`config.mk`:
```
export PLATFORM = sky130hd
export DESIGN_NAME = ssl_top
export DESIGN_NICKNAME = d
export VERILOG_FILES = /design/src/core/ssl_pkg.sv /design/src/core/ssl_side_map.sv /design/src/core/ssl_top.sv
export SDC_FILE = /design/constraint.sdc
export NUM_CORES = 1
export LEC_CHECK = 0
export ABC_AREA = 1
export ABC_CLOCK_PERIOD_IN_PS = 1300
export BUFFER_PORTS_ARGS = -buffer_cell sky130_fd_sc_hd__buf_2
export CAP_MARGIN = 20
export CORE_ASPECT_RATIO = 1.4
export CORE_UTILIZATION = 45
export DETAILED_ROUTE_END_ITERATION = 6
export GPL_TIMING_DRIVEN = 0
export PLACE_DENSITY = 0.75
export SETUP_SLACK_MARGIN = 0.4
export SYNTH_ARGS = -nofsm -noshare
export SYNTH_HDL_FRONTEND = slang
export SYNTH_SLANG_ARGS = --single-unit
```
`constraint.sdc`:
```
create_clock -name clk_sys -period 1.3 [get_ports clk_sys]
set_input_delay 0.195 -clock clk_sys [delete_from_list [all_inputs] [get_ports clk_sys]]
set_output_delay 0.195 -clock clk_sys [all_outputs]
set_load 0.01 [all_outputs]
```
`src/core/ssl_pkg.sv`:
```
package ssl_pkg;

   // Unit states of a supervisor or monitor.
   typedef enum logic [1:0] {
      SSL_OFF    = 2'b00,
      SSL_NORMAL = 2'b01,
      SSL_FULL   = 2'b10
   } ssl_unit_e;

   // Power modes presented by the CPU side.
   typedef enum logic [2:0] {
      SSL_ACTIVE = 3'b000,
      SSL_DOZE0  = 3'b001,
      SSL_DOZE1  = 3'b010,
      SSL_SLEEP2 = 3'b011,
      SSL_SLEEP3 = 3'b100,
      SSL_SLEEP4 = 3'b101
   } ssl_pmode_e;

   // Register offsets.
   localparam logic [3:0] SSL_CORE_CTL_OFS   = 4'h0;
   localparam logic [3:0] SSL_SUPPLY_CTL_OFS = 4'h4;
   localparam logic [3:0] SSL_FLAG_OFS       = 4'h8;
   localparam logic [3:0] SSL_STATE_OFS      = 4'hC;

   // Side control register field positions.
   localparam int SSL_SUP_EN_BIT   = 0;
   localparam int SSL_SUP_KEEP_BIT = 1;
   localparam int SSL_SUP_FP_BIT   = 2;
   localparam int SSL_MON_EN_BIT   = 3;
   localparam int SSL_MON_FP_BIT   = 4;
   localparam int SSL_AUTO_BIT     = 5;
   localparam int SSL_CTL_W        = 6;

   // Flag register field positions.
   localparam int SSL_CORE_DLY_BIT   = 0;
   localparam int SSL_SUPPLY_DLY_BIT = 1;

   // Reset values: supervisor and monitor enabled, normal mode, manual control.
   localparam logic [5:0] SSL_CORE_CTL_RST   = 6'h0B;
   localparam logic [5:0] SSL_SUPPLY_CTL_RST = 6'h0B;

   // Timing at 200 MHz.
   localparam int SSL_CLK_MHZ      = 200;
   localparam int SSL_T_SLOW_US    = 150;
   localparam int SSL_T_FAST_US    = 2;
   localparam int SSL_T_OSC_US     = 6;
   localparam int SSL_SLOW_CYC     = SSL_T_SLOW_US * SSL_CLK_MHZ;
   localparam int SSL_FAST_CYC     = SSL_T_FAST_US * SSL_CLK_MHZ;
   localparam int SSL_OSC_CYC      = SSL_T_OSC_US * SSL_CLK_MHZ;
   localparam int SSL_CNT_W        = 16;

endpackage

```
`src/core/ssl_side_map.sv`:
```
`timescale 1ns/1ps
// Maps one side's control bits and the power mode to unit states.
module ssl_side_map (
   input  wire logic [5:0]         ctl,
   input  wire logic               low_power,
   output ssl_pkg::ssl_unit_e      sup_state,
   output ssl_pkg::ssl_unit_e      mon_state,
   output logic                    slow_wake
);
   logic sup_en;
   logic sup_keep;
   logic sup_fp;
   logic mon_en;
   logic mon_fp;
   logic auto_ctl;

   assign sup_en   = ctl[ssl_pkg::SSL_SUP_EN_BIT];
   assign sup_keep = ctl[ssl_pkg::SSL_SUP_KEEP_BIT];
   assign sup_fp   = ctl[ssl_pkg::SSL_SUP_FP_BIT];
   assign mon_en   = ctl[ssl_pkg::SSL_MON_EN_BIT];
   assign mon_fp   = ctl[ssl_pkg::SSL_MON_FP_BIT];
   assign auto_ctl = ctl[ssl_pkg::SSL_AUTO_BIT];

   // Table mapping; a disabled unit is off everywhere.
   always_comb begin
      sup_state = ssl_pkg::SSL_OFF;
      mon_state = ssl_pkg::SSL_OFF;
      if (sup_en) begin // (RQ18)
         if (!low_power) begin
            sup_state = sup_fp ? ssl_pkg::SSL_FULL : ssl_pkg::SSL_NORMAL;
         end else if (auto_ctl) begin
            sup_state = (sup_keep && sup_fp) ? ssl_pkg::SSL_NORMAL : ssl_pkg::SSL_OFF; // (RQ11)
         end else if (sup_keep) begin
            sup_state = sup_fp ? ssl_pkg::SSL_FULL : ssl_pkg::SSL_NORMAL; // (RQ10)
         end
      end
      if (mon_en) begin // (RQ18)
         if (!low_power || !auto_ctl) begin
            mon_state = mon_fp ? ssl_pkg::SSL_FULL : ssl_pkg::SSL_NORMAL; // (RQ10)
         end else begin
            // Automatic mode keeps only a full-performance monitor alive.
            mon_state = mon_fp ? ssl_pkg::SSL_NORMAL : ssl_pkg::SSL_OFF; // (RQ11)
         end
      end
   end

   // Slow wake whenever either unit is enabled in normal mode.
   assign slow_wake = (sup_en && !sup_fp) || (mon_en && !mon_fp); // (RQ12)
endmodule

```
`src/core/ssl_top.sv`:
```
`timescale 1ns/1ps
// Contract
// (RQ1) Normal-mode core units hold CPU execution 150 us after sleep three/four wake.
// (RQ2) Core units off or full performance: hold-off lasts only 2 us.
// (RQ3) Oscillator runs fast 6 us after wake; subsystem clock is not gated.
// (RQ4) Firmware sets main divider to divide-by-two before deep sleep.
// (RQ5) Firmware waits 32/48/80/100 cycles before restoring full main clock.
// (RQ6) Full-performance core supervisor settles in about 2 us.
// (RQ7) Normal-mode core supervisor settles in about 150 us.
// (RQ8) Firmware clears core full-performance bit before raising core voltage.
// (RQ9) Firmware waits both delay flags low before entering sleep two to four.
// (RQ10) Manual core control: supervisor kept only if keep bit set; monitor kept.
// (RQ11) Automatic core control: full drops to normal, normal or disabled off; the supervisor drops to normal only with its keep bit set, else off.
// (RQ12) Wake is slow when core unit enabled normal, fast otherwise.
// (RQ13) Supply side uses the same manual and automatic mapping; the code forces its automatic-mode monitor off in sleep.
// (RQ14) Firmware adds 150 us delay when fast wake needs fast servicing.
// (RQ15) Firmware keeps subsystem clock request enabled, halts its modules first.
// (RQ16) Automatic supply control: supply monitor inactive in sleep two to four.
// (RQ17) Write to a side register sets its delay flag until settled.
// (RQ18) A disabled unit stays off in every mode.
module ssl_top #(
   parameter int SLOW_CYC = ssl_pkg::SSL_SLOW_CYC,
   parameter int FAST_CYC = ssl_pkg::SSL_FAST_CYC,
   parameter int OSC_CYC  = ssl_pkg::SSL_OSC_CYC
) (
   input  wire logic               clk_sys,
   input  wire logic               rstn,
   input  wire logic               ce,
   input  wire logic [3:0]         addr,
   input  wire logic [31:0]        wdata,
   input  wire logic               wr,
   input  wire logic               rd,
   output logic [31:0]             rdata,
   input  wire logic [2:0]         pmode,
   output logic [1:0]              core_supervisor,
   output logic [1:0]              core_monitor,
   output logic [1:0]              supply_supervisor,
   output logic [1:0]              supply_monitor,
   output logic                    cpu_hold,
   output logic                    osc_fast,
   output logic                    core_side_delay_flag,
   output logic                    supply_side_delay_flag
);
   typedef enum logic [1:0] {
      WK_IDLE  = 2'b00,
      WK_HOLD  = 2'b01
   } ssl_wake_e;

   logic [5:0]                 core_side_ctl_reg_r;
   logic [5:0]                 supply_side_ctl_reg_r;
   logic                       lp_r;
   logic                       deep_r;
   logic                       low_power;
   logic                       deep;
   logic [ssl_pkg::SSL_CNT_W-1:0] core_dly_cnt_r;
   logic [ssl_pkg::SSL_CNT_W-1:0] supply_dly_cnt_r;
   logic [ssl_pkg::SSL_CNT_W-1:0] hold_cnt_r;
   logic [ssl_pkg::SSL_CNT_W-1:0] osc_cnt_r;
   ssl_wake_e                  wk_r;
   ssl_pkg::ssl_unit_e         c_sup;
   ssl_pkg::ssl_unit_e         c_mon;
   ssl_pkg::ssl_unit_e         s_sup;
   ssl_pkg::ssl_unit_e         s_mon;
   logic                       core_slow;
   logic                       wr_core;
   logic                       wr_supply;

   assign low_power = (pmode == ssl_pkg::SSL_SLEEP2) || (pmode == ssl_pkg::SSL_SLEEP3)
                      || (pmode == ssl_pkg::SSL_SLEEP4);
   assign deep      = (pmode == ssl_pkg::SSL_SLEEP3) || (pmode == ssl_pkg::SSL_SLEEP4);
   assign wr_core   = wr && (addr == ssl_pkg::SSL_CORE_CTL_OFS);
   assign wr_supply = wr && (addr == ssl_pkg::SSL_SUPPLY_CTL_OFS);

   // Core side mapping.
   ssl_side_map u_core (
      .ctl       (core_side_ctl_reg_r),
      .low_power (low_power),
      .sup_state (c_sup),
      .mon_state (c_mon),
      .slow_wake (core_slow)
   );

   // Supply side mapping; the monitor in automatic mode is off in sleep. (RQ13)
   ssl_side_map u_supply (
      .ctl       (supply_side_ctl_reg_r),
      .low_power (low_power),
      .sup_state (s_sup),
      .mon_state (s_mon),
      .slow_wake ()
   );

   // Control registers written by software.
   always_ff @(posedge clk_sys) begin
      if (!rstn) begin
         core_side_ctl_reg_r   <= ssl_pkg::SSL_CORE_CTL_RST;
         supply_side_ctl_reg_r <= ssl_pkg::SSL_SUPPLY_CTL_RST;
      end else if (ce) begin
         if (wr_core) begin
            core_side_ctl_reg_r <= wdata[ssl_pkg::SSL_CTL_W-1:0];
         end
         if (wr_supply) begin
            supply_side_ctl_reg_r <= wdata[ssl_pkg::SSL_CTL_W-1:0];
         end
      end
   end

   // Unit state outputs, registered.
   always_ff @(posedge clk_sys) begin
      if (!rstn) begin
         core_supervisor   <= ssl_pkg::SSL_OFF;
         core_monitor      <= ssl_pkg::SSL_OFF;
         supply_supervisor <= ssl_pkg::SSL_OFF;
         supply_monitor    <= ssl_pkg::SSL_OFF;
      end else if (ce) begin
         core_supervisor   <= c_sup;
         core_monitor      <= c_mon;
         supply_supervisor <= s_sup; // (RQ13)
         // Automatic supply control never leaves the monitor running in sleep.
         supply_monitor    <= (low_power && supply_side_ctl_reg_r[ssl_pkg::SSL_AUTO_BIT])
                              ? ssl_pkg::SSL_OFF : s_mon; // (RQ16)
      end
   end

   // Settling delay per side: a write restarts the count; normal mode is slow.
   always_ff @(posedge clk_sys) begin
      if (!rstn) begin
         core_dly_cnt_r   <= '0;
         supply_dly_cnt_r <= '0;
      end else if (ce) begin
         if (wr_core) begin // (RQ17)
            core_dly_cnt_r <= wdata[ssl_pkg::SSL_SUP_FP_BIT]
                              ? ssl_pkg::SSL_CNT_W'(FAST_CYC)   // (RQ6)
                              : ssl_pkg::SSL_CNT_W'(SLOW_CYC);  // (RQ7)
         end else if (core_dly_cnt_r != '0) begin
            core_dly_cnt_r <= core_dly_cnt_r - 1'b1;
         end
         if (wr_supply) begin // (RQ17)
            supply_dly_cnt_r <= wdata[ssl_pkg::SSL_SUP_FP_BIT]
                                ? ssl_pkg::SSL_CNT_W'(FAST_CYC)
                                : ssl_pkg::SSL_CNT_W'(SLOW_CYC);
         end else if (supply_dly_cnt_r != '0) begin
            supply_dly_cnt_r <= supply_dly_cnt_r - 1'b1;
         end
      end
   end

   // Flags follow the counters; a write sets in the same edge it lands.
   always_ff @(posedge clk_sys) begin
      if (!rstn) begin
         core_side_delay_flag   <= 1'b0;
         supply_side_delay_flag <= 1'b0;
      end else if (ce) begin
         core_side_delay_flag   <= wr_core || (core_dly_cnt_r > 1); // (RQ17)
         supply_side_delay_flag <= wr_supply || (supply_dly_cnt_r > 1); // (RQ17)
      end
   end

   // Wake hold-off: leaving sleep three/four masks execution, length by core setup.
   always_ff @(posedge clk_sys) begin
      if (!rstn) begin
         lp_r       <= 1'b0;
         deep_r     <= 1'b0;
         wk_r       <= WK_IDLE;
         hold_cnt_r <= '0;
         osc_cnt_r  <= '0;
         cpu_hold   <= 1'b0;
         osc_fast   <= 1'b0;
      end else if (ce) begin
         lp_r   <= low_power;
         deep_r <= deep;
         // Oscillator overshoot window; subsystem clock stays ungated meanwhile.
         if (deep_r && !deep) begin
            osc_cnt_r <= ssl_pkg::SSL_CNT_W'(OSC_CYC); // (RQ3)
            osc_fast  <= 1'b1;
         end else if (osc_cnt_r > 1) begin
            osc_cnt_r <= osc_cnt_r - 1'b1;
         end else begin
            osc_cnt_r <= '0;
            osc_fast  <= 1'b0;
         end
         case (wk_r)
            WK_IDLE: begin
               if (deep_r && !deep) begin
                  wk_r       <= WK_HOLD;
                  cpu_hold   <= 1'b1;
                  hold_cnt_r <= core_slow ? ssl_pkg::SSL_CNT_W'(SLOW_CYC)  // (RQ1)
                                          : ssl_pkg::SSL_CNT_W'(FAST_CYC); // (RQ2)
               end
            end
            WK_HOLD: begin
               if (deep_r && !deep) begin
                  // A wake during a running hold restarts it, so no wake goes unmasked.
                  hold_cnt_r <= core_slow ? ssl_pkg::SSL_CNT_W'(SLOW_CYC)  // (RQ1)
                                          : ssl_pkg::SSL_CNT_W'(FAST_CYC); // (RQ2)
               end else if (hold_cnt_r > 1) begin
                  hold_cnt_r <= hold_cnt_r - 1'b1;
               end else begin
                  hold_cnt_r <= '0;
                  cpu_hold   <= 1'b0;
                  wk_r       <= WK_IDLE;
               end
            end
            default: begin
               wk_r     <= WK_IDLE;
               cpu_hold <= 1'b0;
            end
         endcase
      end
   end

   // Read port: data stand in the cycle after the strobe; unmapped reads zero.
   always_ff @(posedge clk_sys) begin
      if (!rstn) begin
         rdata <= '0;
      end else if (ce) begin
         rdata <= '0;
         if (rd) begin
            case (addr)
               ssl_pkg::SSL_CORE_CTL_OFS:   rdata <= {26'h0, core_side_ctl_reg_r};
               ssl_pkg::SSL_SUPPLY_CTL_OFS: rdata <= {26'h0, supply_side_ctl_reg_r};
               ssl_pkg::SSL_FLAG_OFS: begin
                  rdata <= {30'h0, supply_side_delay_flag, core_side_delay_flag};
               end
               ssl_pkg::SSL_STATE_OFS: begin
                  rdata <= {20'h0, osc_fast, cpu_hold, lp_r, 1'b0, supply_monitor,
                            supply_supervisor, core_monitor, core_supervisor};
               end
               default: rdata <= '0;
            endcase
         end
      end
   end
endmodule

```
---- Word-level counts from Yosys, hierarchy flattened ----
Cells that the tools add are included.
operators by class
  multiplexer cells ....................... 45
  reductions and logical operators ........ 36
  add/sub/neg operators ................... 4
  eq/ne operators ......................... 11
  order comparisons ....................... 4
operator list
  kind                   count
  $mux 16                9
  $gt 16x1->1 const B    4
  $sub 16x1->16 const B  4
  $pmux 12 s4            1
  $mux 2                 20
  $pmux 16 s2            1
  $reduce_bool 16->1     2
  $mux 15                2
  $mux 12                1
  $reduce_and 2->1       5
  $mux 1                 9
  $eq 4x4->1 const B     2
  $logic_and 1x1->1      8
  $logic_or 1x1->1       8
  $ne 2x2->1 const B     4
  $eq 3x3->1 const B     2
  $logic_not 1->1        6
  $reduce_bool 2->1      3
  $eq 4x3->1 const B     1
  $logic_not 4->1        1
  $pmux 2 s2             1
  $reduce_and 4->1       1
  $eq 3x2->1 const B     1
  $reduce_and 3->1       1
  3 further kinds        3
storage, ports and cells
  output and inout bits ................... 44
  logic and storage cells ................. 118
  register bits ........................... 124

---- Logic depth before layout (Yosys ltp) ----
Gate-level depths: netlist of the first run.
  word-level depth ........................ 8
  depth in mapped cells ................... 11

---- By module ----
Synthesis of the first run repeated with hierarchy kept, for this count alone.
second synthesis, totals
  cells, all modules ...................... 918
  area, all modules ....................... 5861.9 um2
modules (own cells, without submodules)
  module        cells an instance  times used  area each (um2)  seq. area each (um2)
  ssl_top       884                1           5681.7           2021.9
  ssl_side_map  17                 2           90.1             0.0

---- Worst setup path before layout of the first run ----
OpenSTA, ideal clock, no wires.
  kind .................................... register to register
  from .................................... reg hold_cnt_r[0] in the netlist's numbering
  to ...................................... reg hold_cnt_r[15] in the netlist's numbering
  path slack .............................. -115 ps
  setup time .............................. 78 ps
  cell stages (with the launch flop) ...... 10
  arrival ................................. 1338 ps
  path buffers ............................ 0
  path through ............................ dfxtp_1 > inv_1 > ha_1 > o21ai_0 > nor2_1 > nand2_1 > nand2_1 > nand2_1 > nand2_2 > nor3_1
between the ends
  cells in the longest elaborated chain, start to end .. 4
  elaborated cells on any way between the ends .. 5
  those cells by class .................... add/sub: 1; order compare: 1; mux: 3
ends and longest elaborated chain
  what                                                 line                            RTL
  start: declaration                                   ssl_top.sv:57                   logic [ssl_pkg::SSL_CNT_W-1:0] hold_cnt_r;
  start signal: assignment                             ssl_top.sv:186                  hold_cnt_r <= core_slow ? ssl_pkg::SSL_CNT_W'(SLOW_CYC)
  start signal: assignment                             ssl_top.sv:193                  hold_cnt_r <= core_slow ? ssl_pkg::SSL_CNT_W'(SLOW_CYC)
  start signal: assignment                             ssl_top.sv:196                  hold_cnt_r <= hold_cnt_r - 1'b1;
  $sub 16x1->16 / $gt 16x1->1 (equally long branches)  ssl_top.sv:196, ssl_top.sv:195
  $mux 16 *                                            ssl_top.sv:195                  end else if (hold_cnt_r > 1) begin
  $mux 16 *                                            ssl_top.sv:191                  if (deep_r && !deep) begin
  $pmux 16 s2 *                                        ssl_top.sv:181                  case (wk_r)
Every way passes the cells marked *; elsewhere a longest branch is shown, timed or not.
A chain may end at the register's enable or synchronous reset.

---- Worst setup path after layout of the first run ----
  from .................................... reg supply_dly_cnt_r[15] in the netlist's numbering
  to ...................................... reg supply_dly_cnt_r[5] in the netlist's numbering
between the ends
  cells in the longest elaborated chain, start to end .. 3
ends and longest elaborated chain
  what                                line            RTL
  start: declaration                  ssl_top.sv:56   logic [ssl_pkg::SSL_CNT_W-1:0] supply_dly_cnt_r;
  start signal: assignment            ssl_top.sv:138  supply_dly_cnt_r <= wdata[ssl_pkg::SSL_SUP_FP_BIT]
  start signal: assignment            ssl_top.sv:142  supply_dly_cnt_r <= supply_dly_cnt_r - 1'b1;
  $reduce_bool 16->1                  ssl_top.sv:141  end else if (supply_dly_cnt_r != '0) begin
  $reduce_bool 2->1 (no source line)  n/a
  $reduce_and 2->1 (no source line)   n/a
No other way between the ends.

==> summary.txt, run 1 <==
Clock network
  • Clock tree from TritonCTS: yes
  • Worst skew pair latency: 370 ps
  • CTS root buf: clkbuf_16
  • TritonCTS Buffers: 9
  • Sink Count: 101
  • Clock Pin Slew Worst Setup and Hold Paths: 80 ps
  • H-tree depth: 3
  • # hold bufs at CTS: 0
  • Clock Path Buffers: 2

Pwr
  • Combinational power share: 53.8%
  • P_sw: 7.249 mW
  • Max rail drop VDD: 0.9058 mV
  • Sequential share of power: 27.7%
  • Overall Power: 16.17 mW
  • Pleak: 4.213 nW
  • Cell-internal power: 8.925 mW
  • Switching Share: 44.82%
  • PwrDens: 1733 nW/um2
  • Clk pwr share: 18.5%

Timing
  • Max-slew violations: 0
  • Final hold violation count: 0
  • Minimum clock period: 1549 ps
  • Endpoints failing setup: 66
  • Worst hold slack: 72.46 ps
  • Clk_skew: 9.482 ps
  • Fmax: 0.6454 GHz
  • Period utilization: 119.2%
  • Final WS setup: -249.4 ps
  • RSZ-0062 raised after global routing: true

Global route
  • M2 GR Usage: 52.46%
  • Grt ovf: 0
  • Initial antenna violation count: 0
  • Vias in the first global route: 6405
  • Busiest grt layer: met2
  • Met1 usage: 29.84%
  • Pin count of the biggest net entering global routing: 20
  • Global-route wire length before repair: 29820 um
  • M3 GR Usage: 4.244%
  • GRT Overall Usage: 28.35%

Synth
  • Cells after synthesis: 873
  • Library cells used by synthesis: 40
  • Register bit total from synthesis: 101
  • Area of the mapped netlist: 5689 um2
  • Sequential element share of the synthesized area: 35.54%
  • Syn avg cell area: 6.517 um2
  • YS warnings: 0

Critical path
  • CP bufs+invs: 2
  • R2r setup slk: -250 ps
  • Register-to-Register Path Depth: 9
  • Startpoint types: flip-flop
  • Critical Path Slowest Stage Cell: dfxtp_1
  • Crit path max fanout: 7
  • CP Data Arrival Time: 1800 ps
  • Worst EP required: 1550 ps
  • CP delay by family, top: simple AND/OR/NAND/NOR gates
  • Stages on worst setup path: 9
  • Nature of the critical path endpoint: flip-flop
  • WS Path Type: flip-flop to flip-flop
  • Reg-to-reg endpoint: supply_dly_cnt_r[5]$_SDFFE_PN0P_
  • Cell chain of the critical path: nor2_1 > nand2_2 > nor2_4 > nand3_4 > nand2_8 > inv_8 > buf_8 > o21ai_2 > nor2_1
  • Slowest stage delay, CP: 340 ps
  • Most Frequent Cell on Critical Path: nor2_1
  • Worst reg2reg path startpoint: supply_dly_cnt_r[15]$_SDFFE_PN0P_

Routing
  • Drt drc: 2
  • Vias: 7121
  • Post-DRT Antenna Nets: 0
  • Iter 0 DRT Violations: 505
  • DRT Pass-1 Iters: 7
  • Vias per cell: 5.895
  • DR WL/cell: 19.72 um
  • Routed WL: 23830 um

Floorplanning
  • Initial Util: 46.21%
  • Die width: 97.03 um
  • Core area: 12310 um2
  • Die height: 135.0 um
  • I/O pins: 88
  • Die area: 13100 um2
  • Row count: 48

Layout
  • # diodes: 0
  • Multi-input logic area: 4489 um2
  • Most frequent cells in the layout: nand2_1 (144), buf_4 (99), nor2_1 (72)
  • Layout cells sized above 1: 54.63%
  • Register Area: 2161 um2
  • Utilization after layout: 75.81%
  • Commonest non-fill, non-tap cell in the layout: nand2_1
  • Final #Nets: 1109
  • Syn-to-layout area delta: 64.06%
  • Filler cells: 703

Place
  • Port Buf Inserts: 40
  • RD Place Congestion: 0.8849
  • DPL Wire Length: 11240 um
  • Post-Place Worst Slack: -303.6 ps

Worst hold path
  • Hold path cells: 3
  • Hold Crit Start: wdata[1]
  • Hold EP: core_side_ctl_reg_r[1]$_SDFFE_PN1P_
  • Worst Hold Class: input port to flip-flop

Run status
  • Failing checks: design-rule violations, negative setup slack
  • Status: finished with violations

Run
  • Maxcap violations: 0
[routing by layer]
layer / up-vias / wire length [um]
li1: 3129 / -
met1: 3283 / 7915
met2: 503 / 11960
met3: 206 / 1951
met4: 0 / 1997
met5: - / 0
[synthesized netlist by cell type]
| library cell | instances | share of area [%] |
|---|---|---|
| nand3b_1 | 5 | 0.66 |
| a221oi_1 | 1 | 0.15 |
| or2_0 | 1 | 0.11 |
| xor2_1 | 14 | 2.2 |
| or2_2 | 5 | 0.55 |
| o31ai_1 | 1 | 0.13 |
| o221ai_1 | 1 | 0.15 |
| a31oi_1 | 3 | 0.33 |
| a21oi_1 | 71 | 6.2 |
| inv_1 | 91 | 6.0 |
| nor4_1 | 1 | 0.11 |
| nand2_2 | 5 | 0.55 |
| inv_2 | 6 | 0.40 |
| nor3_1 | 10 | 0.88 |
| o21ai_1 | 11 | 0.97 |
| nand3_2 | 4 | 0.70 |
| nor2_4 | 2 | 0.40 |
| nor3_2 | 2 | 0.35 |
| xnor2_1 | 6 | 0.92 |
| o21ai_0 | 36 | 3.2 |
| o22ai_1 | 3 | 0.33 |
| nand3_1 | 53 | 4.7 |
| nor2_1 | 141 | 9.3 |
| nand2_1 | 211 | 14 |
| buf_6 | 3 | 0.59 |
| clkbuf_1 | 10 | 0.66 |
| dfxtp_1 | 101 | 36 |
| o211ai_1 | 1 | 0.13 |
| nor2_2 | 7 | 0.77 |
| or2_1 | 1 | 0.11 |
| and2_1 | 2 | 0.22 |
| conb_1 | 1 | 0.066 |
| ha_1 | 12 | 2.6 |
| a21oi_2 | 1 | 0.15 |
| o21bai_1 | 3 | 0.40 |
| buf_1 | 1 | 0.066 |
| buf_2 | 5 | 0.44 |
| a211oi_1 | 1 | 0.13 |
| nand4_1 | 16 | 1.8 |
| buf_4 | 24 | 3.2 |
[flip-flops by register name, summed over array words and instances, names as in the netlist, 6 cells and up]
name and cells:
supply_dly_cnt_r 16, osc_cnt_r 16, rdata 11, core_dly_cnt_r 16, supply_side_ctl_reg_r 6, hold_cnt_r 16, core_side_ctl_reg_r 6
[layout make-up]
type	count	share of cell area [%]
clock inverter	7	0.9651
sequential	101	23.15
timing repair buffer	149	14.62
tap	150	2.011
multi-input combinational	652	48.10
clock buffer	9	2.413
inverter	97	4.839
buffer	43	3.901
[worst min-delay path, cell delays in order]
cell and delay, ps:
buf_2 110, a21oi_2 50, o21ai_1 50
[per-stage QoR]
step           TNS [ps]  area [um2]  instances
6_report          -8973        9334       1208
5_1_grt          -13480        9334       1208
4_1_cts           -2883        8358       1172
3_5_place_dp     -12370        6573       1083
3_3_place_gp     -11390        6573       1083
2_1_floorplan         0        6185        893
[power by group through the flow]
| stage | clock, mW | combinational [mW] | sequential [mW] |
|---|---|---|---|
| global route | 3.09 | 9.33 | 4.52 |
| detailed placement | 0 | 4.91 | 4.31 |
| global placement | 0 | 4.83 | 4.30 |
| floorplan | 0 | 4.06 | 4.18 |
| finish | 2.99 | 8.71 | 4.48 |
| CTS | 2.91 | 6.98 | 4.32 |
[how the worst max path moves through the flow]
| stage | start | to | slack [ps] |
|---|---|---|---|
| floorplan | core_dly_cnt_r[9]$_SDFFE_PN0P_ | core_dly_cnt_r[10]$_SDFFE_PN0P_ | 5 |
| global placement | rstn | core_dly_cnt_r[5]$_SDFFE_PN0P_ | -280 |
| detailed placement | rstn | core_dly_cnt_r[5]$_SDFFE_PN0P_ | -300 |
| CTS | supply_dly_cnt_r[0]$_SDFFE_PN0P_ | supply_dly_cnt_r[14]$_SDFFE_PN0P_ | -90 |
| global route | osc_cnt_r[5]$_SDFFE_PN0P_ | osc_cnt_r[11]$_SDFFE_PN0P_ | -330 |
| finish | supply_dly_cnt_r[15]$_SDFFE_PN0P_ | supply_dly_cnt_r[5]$_SDFFE_PN0P_ | -250 |
[what timing repair did]
item	4_1_cts	5_1_grt
pin swaps	93	66
buffers inserted	69	35
resized for setup	262	203
cloned	4	1
setup endpoints to repair	120	124
[logic make-up (layout without fill, tap and decap cells)]
group	after synthesis	count (layout)	share of synthesized area, %
AOI/OAI and AO/OA	133	133	12.29
buffers and inverters	140	305	11.33
xor gates and xnor gates	20	20	3.079
adders and majority gates	12	12	2.639
DFF	101	101	35.54
and+or+nand+nor	466	466	35.06
other	1	21	0.06591
Power figures use the tool's default switching activity.
==> run 2: changes to the inputs <==
--- a/config.mk
+++ b/config.mk
@@ -5,7 +5,6 @@
 export SDC_FILE = /design/constraint.sdc
 export NUM_CORES = 1
 export LEC_CHECK = 0
-export ABC_AREA = 1
 export ABC_CLOCK_PERIOD_IN_PS = 1300
 export BUFFER_PORTS_ARGS = -buffer_cell sky130_fd_sc_hd__buf_2
 export CAP_MARGIN = 20
@@ -17,4 +16,5 @@
 export SETUP_SLACK_MARGIN = 0.4
 export SYNTH_ARGS = -nofsm -noshare
 export SYNTH_HDL_FRONTEND = slang
+export SYNTH_HIERARCHICAL = 1
 export SYNTH_SLANG_ARGS = --single-unit
==> summary.txt, run 2 <==
Layout
  • Syn-to-layout area delta: 59.72% (was 64.06%)
  • Layout cells sized above 1: 51.56% (was 54.63%)
  • Commonest non-fill, non-tap cell in the layout: buf_4 (was nand2_1)
  • Final #Nets: 885 (was 1109)
  • Utilization after layout: 73.44% (was 75.81%)
  • # diodes: 0 (unchanged)
  • Layout Cells excl Fill: 981 (was 1208)
  • Filler cells: 752 (was 703)
  • Most frequent cells in the layout: buf_4 (82), buf_6 (66), nor2_1 (64) (was nand2_1 (144), buf_4 (99), nor2_1 (72))

Timing
  • Max-slew violations: 0 (unchanged)
  • Slew HR: 45.72%
  • RSZ-0062 raised after global routing: true (unchanged)
  • Worst hold slack: 93.90 ps (was 72.46 ps)
  • Minimum clock period: 2074 ps (was 1549 ps)
  • Period utilization: 159.6% (was 119.2%)
  • Fmax: 0.4821 GHz (was 0.6454 GHz)
  • Endpoints failing setup: 68 (was 66)
  • Final hold violation count: 0 (unchanged)
  • Clk_skew: 8.663 ps (was 9.482 ps)
  • Slew @ Worst Pin: 814.2 ps
  • Final WS setup: -774.2 ps (was -249.4 ps)

Critical path
  • Startpoint types: flip-flop (unchanged)
  • Slowest stage delay, CP: 370 ps (was 340 ps)
  • CP Launch Point: core_dly_cnt_r[9]$_SDFFE_PN0P_ (was supply_dly_cnt_r[15]$_SDFFE_PN0P_)
  • CP Data Arrival Time: 2320 ps (was 1800 ps)
  • Crit path max fanout: 5 (was 7)
  • Reg-to-reg endpoint: core_dly_cnt_r[4]$_SDFFE_PN0P_ (was supply_dly_cnt_r[5]$_SDFFE_PN0P_)
  • Critical path destination: core_dly_cnt_r[4]$_SDFFE_PN0P_ (was supply_dly_cnt_r[5]$_SDFFE_PN0P_)
  • Worst reg2reg path startpoint: core_dly_cnt_r[9]$_SDFFE_PN0P_ (was supply_dly_cnt_r[15]$_SDFFE_PN0P_)
  • WS Path Type: flip-flop to flip-flop (unchanged)
  • Worst EP required: 1540 ps (was 1550 ps)
  • Nature of the critical path endpoint: flip-flop (unchanged)
  • R2r setup slk: -770 ps (was -250 ps)
  • Critical Path Slowest Stage Cell: or3_1 (was dfxtp_1)
  • Cell chain of the critical path: or3_1 > clkbuf_8 > a2111o_1 > buf_2 > o211ai_1 > xnor2_1 > a21o_1 (was nor2_1 > nand2_2 > nor2_4 > nand3_4 > nand2_8 > inv_8 > buf_8 > o21ai_2 > nor2_1)
  • Register-to-Register Path Depth: 7 (was 9)

Clock network
  • Worst skew pair latency: 350 ps (was 370 ps)
  • CTS root buf: clkbuf_16 (unchanged)
  • Sink Count: 101 (unchanged)
  • TritonCTS Buffers: 9 (unchanged)
  • Clock Pin Slew Worst Setup and Hold Paths: 70 ps (was 80 ps)
  • H-tree depth: 3 (unchanged)
  • Clock tree from TritonCTS: yes (unchanged)
  • Clock Path Buffers: 2 (unchanged)

Floorplanning
  • Core area: 11760 um2 (was 12310 um2)
  • Die height: 131.7 um (was 135.0 um)
  • Row count: 47 (was 48)
  • Initial Util: 45.98% (was 46.21%)
  • Die area: 12470 um2 (was 13100 um2)
  • Die width: 94.65 um (was 97.03 um)
  • I/O pins: 88 (unchanged)

Place
  • Port Buf Inserts: 39 (was 40)
  • Placed cells: 865 (was 1083)
  • RD Place Congestion: 0.8628 (was 0.8849)
  • Post-Place Worst Slack: -896.9 ps (was -303.6 ps)
  • DPL Wire Length: 11240 um (about the same)

Global route
  • GRT Overall Usage: 29.22% (was 28.35%)
  • Vias in the first global route: 5745 (was 6405)
  • Global-route wire length before repair: 28450 um (was 29820 um)
  • Pin count of the biggest net entering global routing: 16 (was 20)
  • Grt ovf: 0 (unchanged)
  • Initial antenna violation count: 0 (unchanged)

Pwr
  • PwrDens: 2025 nW/um2 (was 1733 nW/um2)
  • Overall Power: 17.49 mW (was 16.17 mW)
  • Max rail drop VDD: 0.8718 mV (was 0.9058 mV)
  • Pleak: 3.574 nW (was 4.213 nW)

Synth
  • YS warnings: 6 (was 0)
  • Cells after synthesis: 659 (was 873)
  • Area of the mapped netlist: 5408 um2 (was 5689 um2)
  • Syn avg cell area: 8.206 um2 (was 6.517 um2)

Run
  • Maxcap violations: 0 (unchanged)

Routing
  • DRT Pass-1 Iters: 5 (was 7)
  • Iter 0 DRT Violations: 454 (was 505)
  • Post-DRT Antenna Nets: 0 (unchanged)
  • Vias per cell: 6.075 (was 5.895)
  • Routed WL: 19570 um (was 23830 um)
  • Drt drc: 0 (was 2)
  • DR WL/cell: 19.95 um (was 19.72 um)
  • Vias: 5960 (was 7121)

Run status
  • Failing checks: negative setup slack (was design-rule violations, negative setup slack)
  • Status: finished with violations (unchanged)

Worst hold path
  • Worst Hold Class: input port to flip-flop (unchanged)
run 2: changes by cell type in the layout (fill, tap and decap cells not counted), sizes merged, moves of 12 or more:
cell,change
nand2,-166
inv,-79
nor2,-72
nand3,-39
a21oi,-27
mux2i,+24
nor4,+20
nor3,+14
or3,+14
nand4,-12
o211ai,+12
run 2: worst min-delay path by stage:
stage,start,to,slack [ps],cells after the start
floorplan,wdata[1],core_side_ctl_reg_r[1]$_SDFFE_PN1P_,320,2
global placement,wdata[3],supply_side_ctl_reg_r[3]$_SDFFE_PN1P_,440,3
global route,wdata[3],core_side_ctl_reg_r[3]$_SDFFE_PN1P_,100,3
detailed placement,wdata[3],supply_side_ctl_reg_r[3]$_SDFFE_PN1P_,450,3
CTS,wdata[3],supply_side_ctl_reg_r[3]$_SDFFE_PN1P_,90,3
finish,wdata[3],supply_side_ctl_reg_r[3]$_SDFFE_PN1P_,90,3
run 2: critical path, delay by kind of cell, from the launching register on:
family | cells | cell delay (ps)
buffers and inverters | 2 | 350
DFF | 1 | 320
and+or+nand+nor | 1 | 370
xor gates and xnor gates | 1 | 150
AOI/OAI and AO/OA | 3 | 790
run 2: repair_timing:
item,CTS,global route
hold buffers,0,0
buffers inserted,72,25
resized for setup,202,101
pin swaps,84,61
gates cloned,2,1
setup endpoints to repair,124,124
run 2: power by group:
part           internal [mW]  total (mW)  switching [mW]
clock                   1.93        3.13            1.19
combinational           4.76        9.76            4.99
sequential              3.74        4.61           0.874
total                   10.4        17.5            7.06
run 2: per-layer routing:
layer	share of wire [%]	vias to the layer above	GRT usage (%)
li1	-	2690	-
met1	36	2883	32.02
met2	54	307	52.12
met3	6.1	80	4.803
met4	4.1	0	15.91
met5	0	-	0
run 2: per-stage QoR:
step / setup TNS (ps) / area (um2)
after CTS: -26310 / 8054
after global placement: -41640 / 6376
after detailed placement: -44460 / 6376
after global routing: -37080 / 8637
final: -32060 / 8637
after floorplan: -21610 / 5997
run 2: cell type report:
type	instances	area, um2	share of cell area, %
multi-input combinational	504	4118	47.67
sequential	101	2133	24.70
timing repair buffer	139	1285	14.88
buffer	52	483.0	5.592
clock buffer	12	246.5	2.854
tap	147	183.9	2.130
clock inverter	4	95.09	1.101
inverter	22	92.59	1.072
==> run 3: changes to the inputs <==
--- a/config.mk
+++ b/config.mk
@@ -12,9 +12,10 @@
 export CORE_UTILIZATION = 45
 export DETAILED_ROUTE_END_ITERATION = 6
 export GPL_TIMING_DRIVEN = 0
-export PLACE_DENSITY = 0.75
+export PLACE_DENSITY = 0.76
 export SETUP_SLACK_MARGIN = 0.4
+export SKIP_CTS_REPAIR_TIMING = 1
 export SYNTH_ARGS = -nofsm -noshare
 export SYNTH_HDL_FRONTEND = slang
-export SYNTH_HIERARCHICAL = 1
 export SYNTH_SLANG_ARGS = --single-unit
+export TNS_END_PERCENT = 50
==> summary.txt, run 3 <==
Clock network
  • CTS root buf: clkbuf_16 (unchanged)
  • Worst skew pair latency: 350 ps (about the same)
  • Clock tree from TritonCTS: yes (unchanged)
  • H-tree depth: 3 (unchanged)
  • Sink Count: 101 (unchanged)
  • TritonCTS Buffers: 9 (unchanged)
  • Clock Path Buffers: 2 (unchanged)
  • Clock Pin Slew Worst Setup and Hold Paths: 70 ps (about the same)

Timing
  • Slew @ Worst Pin: 731.2 ps (was 814.2 ps)
  • Slew HR: 50.85% (was 45.72%)
  • Fmax: 0.4358 GHz (was 0.4821 GHz)
  • Minimum clock period: 2295 ps (was 2074 ps)
  • Endpoints failing setup: 68 (unchanged)
  • Final hold violation count: 0 (unchanged)
  • Setup TNS: -45400 ps (was -32060 ps)
  • Max-slew violations: 0 (unchanged)
  • Clk_skew: 7.586 ps (was 8.663 ps)
  • Period utilization: 176.5% (was 159.6%)
  • RSZ-0062 raised after global routing: true (unchanged)
  • Final WS setup: -994.9 ps (was -774.2 ps)

Critical path
  • Most Frequent Cell on Critical Path: or4_4
  • Startpoint types: flip-flop (unchanged)
  • Worst EP required: 1530 ps (was 1540 ps)
  • Slowest stage delay, CP: 560 ps (was 370 ps)
  • Nature of the critical path endpoint: flip-flop (unchanged)
  • Critical Path Slowest Stage Cell: or4_4 (was or3_1)
  • CP Data Arrival Time: 2530 ps (was 2320 ps)
  • CP bufs+invs: 1 (was 2)
  • CP delay by family, top: simple AND/OR/NAND/NOR gates (was compound AO/OA/AOI/OAI gates)
  • Crit path max fanout: 6 (was 5)
  • Cell chain of the critical path: or4_4 > or4_4 > buf_6 > or3_1 > a21oi_1 > o32ai_2 (was or3_1 > clkbuf_8 > a2111o_1 > buf_2 > o211ai_1 > xnor2_1 > a21o_1)
  • WS Path Type: flip-flop to flip-flop (unchanged)

Floorplanning
  • Core area: 11400 um2 (was 11760 um2)
  • Initial Util: 46.62% (was 45.98%)
  • Die area: 12250 um2 (was 12470 um2)
  • Die width: 93.83 um (was 94.65 um)
  • Row count: 46 (was 47)
  • I/O pins: 88 (unchanged)
  • Die height: 130.6 um (was 131.7 um)

Routing
  • Drt drc: 0 (unchanged)
  • DR WL/cell: 19.38 um (was 19.95 um)
  • Post-DRT Antenna Nets: 0 (unchanged)
  • Vias: 5762 (was 5960)
  • Routed WL: 18200 um (was 19570 um)
  • DRT Pass-1 Iters: 7 (was 5)
  • Iter 0 DRT Violations: 335 (was 454)
  • Vias per cell: 6.136 (was 6.075)

Synth
  • Library cells used by synthesis: 67
  • Number of synthesized flops with an enable pin: 0
  • Post-synth top area cell: dfxtp_1
  • Cells after synthesis: 666 (was 659)
  • Top-count cell post-synth: dfxtp_1
  • Ys async rst share: 0%
  • Synth cell count leaders: dfxtp_1 (101), nand2_1 (73), nor2_1 (68), a21oi_1 (66), o21ai_0 (30)
  • Top-area cell type share of the netlist area: 38.06%
  • Sequential element share of the synthesized area: 38.06%
  • Syn avg cell area: 7.977 um2 (was 8.206 um2)
  • Synth area leaders: dfxtp_1 (38%), a21oi_1 (6.2%), nand2_1 (5.2%), nor2_1 (4.8%), buf_4 (3.0%)
  • Ys flop type: dfxtp_1
  • Area of the mapped netlist: 5313 um2 (was 5408 um2)
  • Register bit total from synthesis: 101
  • YS warnings: 0 (was 6)

Pwr
  • Max rail drop VDD: 1.793 mV (was 0.8718 mV)
  • P_sw: 7.229 mW (was 7.058 mW)
  • Pleak: 2.983 nW (was 3.574 nW)
  • Combinational power share: 56.4% (was 55.8%)
  • Switching Share: 40.25% (was 40.35%)
  • PwrDens: 2336 nW/um2 (was 2025 nW/um2)
  • Cell-internal power: 10.73 mW (was 10.44 mW)
  • Clk pwr share: 17.4% (was 17.9%)
  • Sequential share of power: 26.2% (was 26.4%)

Layout
  • Final #Nets: 846 (was 885)
  • # diodes: 0 (unchanged)
  • Most frequent cells in the layout: nand2_1 (64), buf_4 (62), dfxtp_1 (62) (was buf_4 (82), buf_6 (66), nor2_1 (64))
  • Filler cells: 836 (was 752)
  • Commonest non-fill, non-tap cell in the layout: nand2_1 (was buf_4)
  • Layout Cells excl Fill: 939 (was 981)
  • Syn-to-layout area delta: 44.72% (was 59.72%)
  • Layout cells sized above 1: 40.00% (was 51.56%)

Place
  • Port Buf Inserts: 38 (was 39)
  • DPL Wire Length: 10900 um (was 11240 um)
  • RD Place Congestion: 0.9178 (was 0.8628)
  • Placed cells: 868 (was 865)

Global route
  • Vias in the first global route: 4910 (was 5745)
  • Pin count of the biggest net entering global routing: 17 (was 16)
  • Grt ovf: 0 (unchanged)
  • Global-route wire length before repair: 23950 um (was 28450 um)
  • Initial antenna violation count: 0 (unchanged)
  • GRT Overall Usage: 25.03% (was 29.22%)

Run status
  • Status: finished with violations (unchanged)
  • Failing checks: negative setup slack (unchanged)

Worst hold path
  • Worst Hold Class: input port to flip-flop (unchanged)

Run
  • Maxcap violations: 0 (unchanged)
[run 3: kinds of logic after synthesis]
logic type	Yosys count	share of synthesized area [%]
compound gates	180	21.03
xor+xnor	21	3.462
fa+ha+maj	12	2.826
buf+inv	69	6.712
flops	101	38.06
mux	10	2.355
other cells	1	0.07059
simple gates	272	25.48
[run 3: cell type report]
type                       count  area (um2)  share of cell area, %
buffer                        53       420.4                  5.468
clock buffer                  10       229.0                  2.978
clock inverter                 6       111.4                  1.448
inverter                      16       71.32                 0.9276
multi-input combinational    516        3777                  49.13
sequential                   101        2098                  27.29
tap                          144       180.2                  2.343
timing repair buffer          93       800.8                  10.41
[run 3: power groups by stage]
stage,clock network (mW),logic (mW),registers [mW]
floorplan,0,5.07,4.38
global placement,0,6.02,4.50
detailed placement,0,6.20,4.54
CTS,3.11,6.25,4.47
global route,3.27,10.7,4.78
finish,3.12,10.1,4.71
[run 3: stage by stage]
stage	instance area [um2]	power, mW	worst slack (ps)	hold slack [ps]	utilization (%)
3_5_place_dp	5909	10.74	-1209	447.2	51.86
4_1_cts	6250	13.84	-1024	87.59	54.84
3_3_place_gp	5909	10.51	-1136	439.6	51.86
2_1_floorplan	5539	9.456	-831.2	319.0	-
6_report	7689	17.96	-994.9	81.54	67.47
5_1_grt	7689	18.78	-1046	95.50	67.47
[run 3: layer usage]
| layer | global-route usage [%] | routed length (um) |
|---|---|---|
| met5 | 0 | 0 |
| met4 | 11.76 | 843 |
| met1 | 27.99 | 6699 |
| met2 | 45.64 | 9468 |
| met3 | 4.456 | 1184 |
[run 3: tightest hold or removal path, stage by stage]
cell     delay (ps)
buf_2           100
nand2_1          50
nand3_1          60
[run 3: worst paths after layout]
check                                         from                                  end  slack (ps)  cells past startpoint
setup / recovery  supply_dly_cnt_r[5]$_SDFFE_PN0P_    supply_dly_cnt_r[14]$_SDFFE_PN0P_        -990                      6
hold / removal                            wdata[1]  core_side_ctl_reg_r[1]$_SDFFE_PN1P_          80                      3
setup reg to reg  supply_dly_cnt_r[5]$_SDFFE_PN0P_    supply_dly_cnt_r[14]$_SDFFE_PN0P_        -990                      6
hold reg to reg             rdata[11]$_SDFFE_PN0P_               rdata[11]$_SDFFE_PN0P_         460                      2
